File: src/hw/mrf_pkg.sv
// Package: register map, field layout and carriers for the MAC receive filter and config block
package mrf_pkg;

  // Register word offsets (byte addresses on the bus)
  localparam logic [5:0] RXFC_BASE   = 6'h00;
  localparam logic [5:0] CFG1_BASE   = 6'h10;
  // Alias offsets inside each register group
  localparam logic [1:0] ALIAS_PLAIN = 2'h0;
  localparam logic [1:0] ALIAS_CLR   = 2'h1;
  localparam logic [1:0] ALIAS_SET   = 2'h2;
  localparam logic [1:0] ALIAS_INV   = 2'h3;
  localparam logic [5:0] STAT_ADDR   = 6'h20;

  // Filter configuration fields
  localparam int HASH_EN_BIT   = 15;
  localparam int WAKE_EN_BIT   = 14;
  localparam int PM_INV_BIT    = 12;
  localparam int PM_MODE_LSB   = 8;
  localparam logic [31:0] RXFC_MASK  = 32'h0000_DFFF;
  localparam logic [31:0] RXFC_RESET = 32'h0000_0000;

  // Config-one fields
  localparam int SOFT_RST_BIT  = 15;
  localparam int RNG_RST_BIT   = 14;
  localparam int RX_CS_RST_BIT = 11;
  localparam int RX_FN_RST_BIT = 10;
  localparam int TX_CS_RST_BIT = 9;
  localparam int TX_FN_RST_BIT = 8;
  localparam int LOOPBACK_BIT  = 4;
  localparam int TX_PAUSE_BIT  = 3;
  localparam int RX_PAUSE_BIT  = 2;
  localparam int PASS_ALL_BIT  = 1;
  localparam int RX_ON_BIT     = 0;
  localparam logic [31:0] CFG1_MASK  = 32'h0000_CF1F;
  localparam logic [31:0] CFG1_RESET = 32'h0000_800D;

  // Match modes
  localparam logic [3:0] PM_OFF       = 4'h0;
  localparam logic [3:0] PM_CSUM      = 4'h1;
  localparam logic [3:0] PM_STATION_A = 4'h2;
  localparam logic [3:0] PM_STATION_B = 4'h3;
  localparam logic [3:0] PM_UCAST_A   = 4'h4;
  localparam logic [3:0] PM_UCAST_B   = 4'h5;
  localparam logic [3:0] PM_BCAST_A   = 4'h6;
  localparam logic [3:0] PM_BCAST_B   = 4'h7;
  localparam logic [3:0] PM_HASH      = 4'h8;
  localparam logic [3:0] PM_WAKE      = 4'h9;

  // Per-frame classification from the receive path
  typedef struct packed {
    logic valid;
    logic csum_match;
    logic da_station;
    logic da_unicast;
    logic da_broadcast;
    logic hash_hit;
    logic wake_frame;
    logic control_frame;
    logic pause_frame;
  } mrf_frame_s;

  // Per-frame verdict
  typedef struct packed {
    logic valid;
    logic pattern_ok;
    logic hash_pass;
    logic wake_pass;
    logic accept;
    logic pause_act;
  } mrf_verdict_s;

  // Reset and datapath controls to the MAC
  typedef struct packed {
    logic mac_and_media_interface_rst;
    logic backoff_rng_rst;
    logic rx_cs_rst;
    logic rx_fn_rst;
    logic tx_cs_rst;
    logic tx_fn_rst;
    logic loopback;
    logic tx_pause_allow;
  } mrf_ctrl_s;

endpackage

File: src/hw/mrf_match.sv
// Combinational pattern-match and acceptance decision for one received frame
`timescale 1ns/1ps
module mrf_match (
  input  wire logic [31:0]              rxfc_i,
  input  wire logic [31:0]              cfg1_i,
  input  wire mrf_pkg::mrf_frame_s      frame_i,
  output mrf_pkg::mrf_verdict_s         verdict_o
);

  logic       inv_csum;
  logic [3:0] mode;
  logic       pm_ok;

  always_comb begin
    inv_csum = rxfc_i[mrf_pkg::PM_INV_BIT] ^ frame_i.csum_match;
    mode     = rxfc_i[mrf_pkg::PM_MODE_LSB +: 4];
    unique case (mode)
      mrf_pkg::PM_OFF:       pm_ok = 1'b0;
      mrf_pkg::PM_CSUM:      pm_ok = inv_csum;
      mrf_pkg::PM_STATION_A,
      mrf_pkg::PM_STATION_B: pm_ok = inv_csum & frame_i.da_station;
      mrf_pkg::PM_UCAST_A,
      mrf_pkg::PM_UCAST_B:   pm_ok = inv_csum & frame_i.da_unicast;
      mrf_pkg::PM_BCAST_A,
      mrf_pkg::PM_BCAST_B:   pm_ok = inv_csum & frame_i.da_broadcast;
      mrf_pkg::PM_HASH:      pm_ok = inv_csum & frame_i.hash_hit;
      mrf_pkg::PM_WAKE:      pm_ok = inv_csum & frame_i.wake_frame;
      // Codes above 1001 are undefined; treat as no match
      default:               pm_ok = 1'b0;
    endcase
    verdict_o.valid      = frame_i.valid;
    verdict_o.pattern_ok = pm_ok;
    verdict_o.hash_pass  = rxfc_i[mrf_pkg::HASH_EN_BIT] & frame_i.hash_hit;
    verdict_o.wake_pass  = rxfc_i[mrf_pkg::WAKE_EN_BIT] & frame_i.wake_frame;
    verdict_o.accept     = cfg1_i[mrf_pkg::RX_ON_BIT]
                         & (cfg1_i[mrf_pkg::PASS_ALL_BIT] | ~frame_i.control_frame);
    verdict_o.pause_act  = cfg1_i[mrf_pkg::RX_ON_BIT] & cfg1_i[mrf_pkg::RX_PAUSE_BIT]
                         & frame_i.pause_frame;
  end

endmodule // mrf_match

File: src/hw/mrf_top.sv
// Top: Wishbone register file, reset controls and receive verdict for the MAC filter block
// Operation
// - Hash enable gates hash filtering
// - Wake enable gates wake-frame filtering
// - Invert bit flips checksum match sense
// - Mode 0000 disables pattern match
// - Mode 0001 needs checksum condition only
// - Modes 0010/0011 also need station address
// - Modes 0100/0101 also need unicast
// - Modes 0110/0111 also need broadcast
// - Mode 1000 needs hash hit, always evaluated
// - Mode 1001 needs wake frame, always evaluated
// - Soft reset holds MAC, powers up set
// - Simulation reset reloads backoff generator to ACE1
// - Receive sublayer and function resets
// - Transmit sublayer and function resets
// - Loopback routes transmit into receive
// - Transmit pause allow, resets to one
// - Receive pause honour, resets to one
// - Pass-all accepts control frames
// - Receive enable, resets to one
// - 16/32-bit writes taken, 8-bit writes ignored; reads answered for any lanes
`timescale 1ns/1ps
module mrf_top (
  input  wire logic                  clk_i,
  input  wire logic                  rst_i,
  // Wishbone classic slave
  input  wire logic                  wb_cyc_i,
  input  wire logic                  wb_stb_i,
  input  wire logic                  wb_we_i,
  input  wire logic [5:0]            wb_adr_i,
  input  wire logic [3:0]            wb_sel_i,
  input  wire logic [31:0]           wb_dat_i,
  output logic      [31:0]           wb_dat_o,
  output logic                       wb_ack_o,
  // Controller-level receive enable from the surrounding controller
  input  wire logic                  controller_rx_enable_i,
  // Frame classification, transmit path and media receive stream
  input  wire mrf_pkg::mrf_frame_s   frame_i,
  input  wire logic                  mac_tx_valid_i,
  input  wire logic [7:0]            mac_tx_data_i,
  input  wire logic                  mac_tx_pause_i,
  input  wire logic                  phy_rx_valid_i,
  input  wire logic [7:0]            phy_rx_data_i,
  // Outputs
  output mrf_pkg::mrf_verdict_s      verdict_o,
  output mrf_pkg::mrf_ctrl_s         ctrl_o,
  output logic                       phy_tx_valid_o,
  output logic      [7:0]            phy_tx_data_o,
  output logic                       mac_rx_valid_o,
  output logic      [7:0]            mac_rx_data_o,
  output logic      [15:0]           backoff_rand_o
);

  typedef struct packed {
    logic [31:0]           rxfc;
    logic [31:0]           cfg1;
    logic [31:0]           rdata;
    logic                  ack;
    logic                  cfg_wr_denied;
    mrf_pkg::mrf_verdict_s verdict;
    mrf_pkg::mrf_ctrl_s    ctrl;
    logic                  tx_valid;
    logic [7:0]            tx_data;
    logic                  rx_valid;
    logic [7:0]            rx_data;
    logic [15:0]           lfsr;
  } mrf_state_s;

  mrf_state_s            st_reg;
  mrf_state_s            st_next;
  mrf_pkg::mrf_verdict_s verdict_c;

  // Only 16-bit halves and full words count as legal lane patterns
  function automatic logic wide_access(input logic [3:0] sel);
    wide_access = (sel == 4'hF) || (sel == 4'h3) || (sel == 4'hC);
  endfunction

  // Apply a plain, set, clear or invert write on the selected lanes
  function automatic logic [31:0] alias_write(input logic [31:0] cur,
                                              input logic [31:0] wd,
                                              input logic [1:0]  kind,
                                              input logic [3:0]  sel,
                                              input logic [31:0] mask);
    logic [31:0] lanes;
    logic [31:0] res;
    lanes = {{8{sel[3]}}, {8{sel[2]}}, {8{sel[1]}}, {8{sel[0]}}} & mask;
    unique case (kind)
      mrf_pkg::ALIAS_PLAIN: res = (cur & ~lanes) | (wd & lanes);
      mrf_pkg::ALIAS_CLR:   res = cur & ~(wd & lanes);
      mrf_pkg::ALIAS_SET:   res = cur | (wd & lanes);
      mrf_pkg::ALIAS_INV:   res = cur ^ (wd & lanes);
    endcase
    alias_write = res;
  endfunction

  mrf_match u_match (
    .rxfc_i    (st_reg.rxfc),
    .cfg1_i    (st_reg.cfg1),
    .frame_i   (frame_i),
    .verdict_o (verdict_c)
  );

  logic        req;
  logic        hit_rxfc;
  logic        hit_cfg1;
  logic [1:0]  kind;
  logic        soft_rst;

  always_comb begin
    st_next  = st_reg;
    req      = wb_cyc_i & wb_stb_i & ~st_reg.ack;
    hit_rxfc = (wb_adr_i[5:4] == mrf_pkg::RXFC_BASE[5:4]);
    hit_cfg1 = (wb_adr_i[5:4] == mrf_pkg::CFG1_BASE[5:4]);
    kind     = wb_adr_i[3:2];
    soft_rst = st_reg.cfg1[mrf_pkg::SOFT_RST_BIT];

    // Single-cycle answer; ack drops the cycle after
    st_next.ack = req;
    if (req && !wb_we_i) begin
      if (hit_rxfc) begin
        st_next.rdata = st_reg.rxfc;
      end else if (hit_cfg1) begin
        st_next.rdata = st_reg.cfg1;
      end else if (wb_adr_i == mrf_pkg::STAT_ADDR) begin
        st_next.rdata = {30'h0000_0000, st_reg.cfg_wr_denied, controller_rx_enable_i};
      end else begin
        st_next.rdata = 32'h0000_0000;
      end
    end
    if (req && wb_we_i && wide_access(wb_sel_i)) begin
      if (hit_rxfc) begin
        // Writes with the controller receive enable high are refused and flagged
        if (controller_rx_enable_i) begin
          st_next.cfg_wr_denied = 1'b1;
        end else begin
          st_next.rxfc = alias_write(st_reg.rxfc, wb_dat_i, kind, wb_sel_i,
                                     mrf_pkg::RXFC_MASK);
        end
      end else if (hit_cfg1) begin
        st_next.cfg1 = alias_write(st_reg.cfg1, wb_dat_i, kind, wb_sel_i,
                                   mrf_pkg::CFG1_MASK);
      end else if (wb_adr_i == mrf_pkg::STAT_ADDR && wb_dat_i[1]) begin
        st_next.cfg_wr_denied = 1'b0;
      end
    end

    // Soft reset holds every MAC domain
    st_next.ctrl.mac_and_media_interface_rst = soft_rst;
    st_next.ctrl.backoff_rng_rst = soft_rst | st_reg.cfg1[mrf_pkg::RNG_RST_BIT];
    st_next.ctrl.rx_cs_rst = soft_rst | st_reg.cfg1[mrf_pkg::RX_CS_RST_BIT];
    st_next.ctrl.rx_fn_rst = soft_rst | st_reg.cfg1[mrf_pkg::RX_FN_RST_BIT];
    st_next.ctrl.tx_cs_rst = soft_rst | st_reg.cfg1[mrf_pkg::TX_CS_RST_BIT];
    st_next.ctrl.tx_fn_rst = soft_rst | st_reg.cfg1[mrf_pkg::TX_FN_RST_BIT];
    st_next.ctrl.loopback  = st_reg.cfg1[mrf_pkg::LOOPBACK_BIT];
    st_next.ctrl.tx_pause_allow = st_reg.cfg1[mrf_pkg::TX_PAUSE_BIT];

    if (st_reg.ctrl.backoff_rng_rst) begin
      st_next.lfsr = 16'hACE1;
    end else begin
      st_next.lfsr = {st_reg.lfsr[14:0],
                      st_reg.lfsr[15] ^ st_reg.lfsr[13] ^ st_reg.lfsr[12] ^ st_reg.lfsr[10]};
    end

    // Transmit: blocked pause frames and held function reset emit nothing
    st_next.tx_valid = mac_tx_valid_i & ~st_next.ctrl.tx_fn_rst
                     & (st_reg.ctrl.tx_pause_allow | ~mac_tx_pause_i);
    st_next.tx_data  = mac_tx_data_i;
    // Loopback feeds transmit back to receive
    if (st_reg.ctrl.loopback) begin
      st_next.rx_valid = st_next.tx_valid;
      st_next.rx_data  = mac_tx_data_i;
      st_next.tx_valid = 1'b0;
    end else begin
      st_next.rx_valid = phy_rx_valid_i;
      st_next.rx_data  = phy_rx_data_i;
    end
    if (!st_reg.cfg1[mrf_pkg::RX_ON_BIT] || st_reg.ctrl.rx_fn_rst) begin
      st_next.rx_valid = 1'b0;
    end

    st_next.verdict = verdict_c;
    if (st_reg.ctrl.rx_fn_rst) begin
      st_next.verdict = '0;
    end
  end

  always_ff @(posedge clk_i) begin
    if (rst_i) begin
      st_reg      <= '0;
      st_reg.rxfc <= mrf_pkg::RXFC_RESET;
      st_reg.cfg1 <= mrf_pkg::CFG1_RESET;
      st_reg.ctrl <= 8'hFC;
      st_reg.lfsr <= 16'hACE1;
    end else begin
      st_reg <= st_next;
    end
  end

  assign wb_dat_o       = st_reg.rdata;
  assign wb_ack_o       = st_reg.ack;
  assign verdict_o      = st_reg.verdict;
  assign ctrl_o         = st_reg.ctrl;
  assign phy_tx_valid_o = st_reg.tx_valid;
  assign phy_tx_data_o  = st_reg.tx_data;
  assign mac_rx_valid_o = st_reg.rx_valid;
  assign mac_rx_data_o  = st_reg.rx_data;
  assign backoff_rand_o = st_reg.lfsr;

endmodule // mrf_top

File: config.mk
export PLATFORM = sky130hd
export DESIGN_NAME = mrf_top
export DESIGN_NICKNAME = d
export VERILOG_FILES = /design/src/hw/mrf_pkg.sv /design/src/hw/mrf_match.sv /design/src/hw/mrf_top.sv
export SDC_FILE = /design/constraint.sdc
export NUM_CORES = 1
export LEC_CHECK = 0
export ABC_AREA = 1
export BUFFER_PORTS_ARGS = -buffer_cell sky130_fd_sc_hd__buf_2
export CAP_MARGIN = 15
export CORE_MARGIN = 5
export CORE_UTILIZATION = 32
export DETAILED_ROUTE_END_ITERATION = 10
export SLEW_MARGIN = 10
export SYNTH_ARGS = -nofsm -noshare
export SYNTH_HDL_FRONTEND = slang
export SYNTH_HIERARCHICAL = 1
export SYNTH_SLANG_ARGS = --single-unit
File: constraint.sdc
create_clock -name clk_i -period 2.8 [get_ports clk_i]
set_input_delay 0.56 -clock clk_i [delete_from_list [all_inputs] [get_ports clk_i]]
set_output_delay 0.56 -clock clk_i [all_outputs]
set_load 0.02 [all_outputs]
==> flow_summary.yaml <==
die:
  core_area_mm2: 0.0158
  die_area_mm2: 0.0188
  placementRows: 46
  die_h_um: 137
  die_w_um: 137
  num_io_pins: 157
  start_util_pct: 32.6
timing:
  fmax_ghz: 0.573
  tightest_slew_ns: 0.546
  finalSetupViolations: 0
  clock_skew_ns: 0.00768
  slew_headroom_pct: 63.5
  finalCritPeriodShare_pct: 62.3
  rsz0062_at_grt: "no"
  hold_viol_final: 0
  finalHoldWorstSlack_ns: 0.412
  tns_ns: 0
  drv_slew: 0
  period_minus_slack_ns: 1.74
setup_path:
  endpoint: "st_reg[121]"
  start_kind: "input port"
  critPathCaptureType: "flop"
  crit_path_start: "wb_adr_i[2]"
  cp.arrival_ns: 1.99
  reg2regPathDepth: 9
  r2r_setup_slack_ns: 1.33
  cp_max_fo: 20
  worstPathRequired_ns: 3.04
  timing.rr.start: "wb_ack_o"
  worstSetupPathType: "in2reg"
  rr_endpoint: "st_reg[122]"
clocking:
  cts_resized: 0
  root_buffer: "clkbuf_16"
  postCtsSetupRepairBufs: 0
  numClockSinks: 91
  clockBufferDepth: 2
  cts.hold.buffers_added: 0
  clock_latency_ns: 0.35
  cts.clk_slew.worst_paths_ns: 0.07
  cts_buffers: 9
  cts_max_level: 3
  tritoncts: "built"
placement:
  finalWeightedCongestion: 0.816
  placement.io_buffers: 122
  place_hpwl_mm: 9.77
  placed_cells: 970
layout:
  drive_gt1_share_pct: 21.7
  fill_cells: 1721
  antennaDiodeCount: 0
  multi_input_area_mm2: 0.00238
  area_growth_pct: 12.0
  regArea_mm2: 0.00182
  instances_no_fill: 986
  final_nets: 878
synthesis:
  synth_top_family_by_area: "simple AND/OR/NAND/NOR gates"
  ys_seq_area_share_pct: 35.3
  synth_flop_cell: "dfxtp_1"
  synth-simple-area-share_pct: 22.2
  synth_xor_area_share_pct: 0.509
  syn_avg_cell_area_um2: 7.29
  synthArstFlopShare_pct: 0
  synth_seq_cells: 91
  synth.distinct_cells: 32
  synth_compound_area_share_pct: 13.2
  synth_mux_area_share_pct: 0
  synth_edf_count: 0
  synthAdderAreaFrac_pct: 8.97
  yosysWarnings: 6
  synth_area_mm2: 0.00516
  synthCells: 708
global_route:
  grt.total_usage_pct: 14.7
  grt_max_degree: 28
  grt_remaining_overflow: 0
  grt_pass1_wl_mm: 21.5
  antenna_found_initial: 1
  grt_pass1_vias: 4221
min_path:
  hold_path.class: "in2reg"
detailed_routing:
  ant_nets: 0
  drc: 0
  wl_per_cell_um: 13.6
  drt-total-wl_mm: 13.4
  dr.pass1.iters: 4
  vias: 4338
  routed_via_density: 4.40
  drt_iter0_markers: 244
power:
  leakage_nw: 2.87
  ir_drop_uv: 296
  power_density_mw_per_mm2: 508
status:
  status: "complete, no violations"
run:
  drv_cap: 0
==> layer usage <==
layer | vias up | share of wire [%] | GRT usage, %
met5 | - | 0.097 | 0
met4 | 2 | 1.2 | 5.38
met3 | 14 | 8.0 | 3.90
met2 | 143 | 44 | 23.3
met1 | 1923 | 47 | 19.1
li1 | 2256 | - | -
==> area by class of cell <==
| type | count | share of cell area, % |
|---|---|---|
| Clock buffer | 10 | 4.13 |
| Clock inverter | 6 | 1.28 |
| Inverter | 79 | 5.13 |
| Multi-Input combinational cell | 450 | 41.1 |
| Sequential cell | 91 | 31.5 |
| Tap cell | 216 | 4.68 |
| Timing Repair Buffer | 134 | 12.1 |
==> how the worst min path moves through the flow <==
| stage | startpoint | endpoint | slack (ns) | depth (start not counted) |
|---|---|---|---|---|
| global route | frame_i[8] | verdict_o[5] | 0.41 | 3 |
| floorplan | backoff_rand_o[11] | backoff_rand_o[12] | 0.41 | 2 |
| detailed placement | backoff_rand_o[7] | backoff_rand_o[8] | 0.42 | 2 |
| global placement | backoff_rand_o[7] | backoff_rand_o[8] | 0.42 | 2 |
| CTS | frame_i[8] | verdict_o[5] | 0.39 | 3 |
| finish | frame_i[8] | verdict_o[5] | 0.41 | 3 |
==> worst max-delay path, stage by stage <==
cell	delay [ns]
buf_2	0.35
inv_2	0.09
nand2_1	0.23
nand2_1	0.28
a21boi_0	0.23
o21bai_1	0.08
nor2_1	0.10
nor2_1	0.05
==> cells by family after synthesis <==
family / count (synthesis)
compound gates: 112
xor+xnor: 3
fa+ha+maj: 37
buf+inv: 183
flops: 91
other cells: 1
simple gates: 281
==> synth_stat cells (3+ instances only) <==
cell type    n  area share, %
xnor2_1      3           0.51
buf_2        5           0.48
nor2_4       3           0.65
nand3_1     24            2.3
a21oi_1     16            1.6
dfxtp_1     91             35
inv_1       75            5.5
nor2_1     102            7.4
or2_2        8           0.97
a211oi_1     8            1.2
o21bai_1    15            2.2
a31oi_1      9            1.1
ha_1        37            9.0
buf_4       83             12
o2111ai_1    5           0.85
clkbuf_1    11           0.80
nand2_1    138             10
o21ai_0     43            4.2
a21boi_0    11            1.6
buf_1        3           0.22
==> per-stage QoR <==
step	cell area [µm²]	worst slack [ns]	power (mW)	utilization (%)
2_1_floorplan	5220	1.06	1.61	-
3_3_place_gp	5470	0.692	1.67	34.5
4_1_cts	5780	1.06	2.99	36.5
5_1_grt	5780	0.865	3.07	36.5
6_report	5780	1.06	2.94	36.5
3_5_place_dp	5470	0.687	1.68	34.5
==> report_power, final <==
| part | internal (mW) | switching (mW) | total (mW) |
|---|---|---|---|
| registers | 1.32 | 0.00916 | 1.33 |
| logic | 0.107 | 0.215 | 0.321 |
| clock network | 0.726 | 0.563 | 1.29 |
| total | 2.15 | 0.786 | 2.94 |
==> cells in the final DEF, fill, tap and decap left out, types with 12 or more instances in the layout <==
cell / count
nor2_1: 102
buf_4: 12
a21oi_1: 16
ha_1: 37
nand3_1: 24
o21ai_0: 43
buf_2: 122
inv_1: 75
dfxtp_1: 91
o21bai_1: 15
nand2_1: 138
conb_1: 17
(Power assumes the default switching activity.)
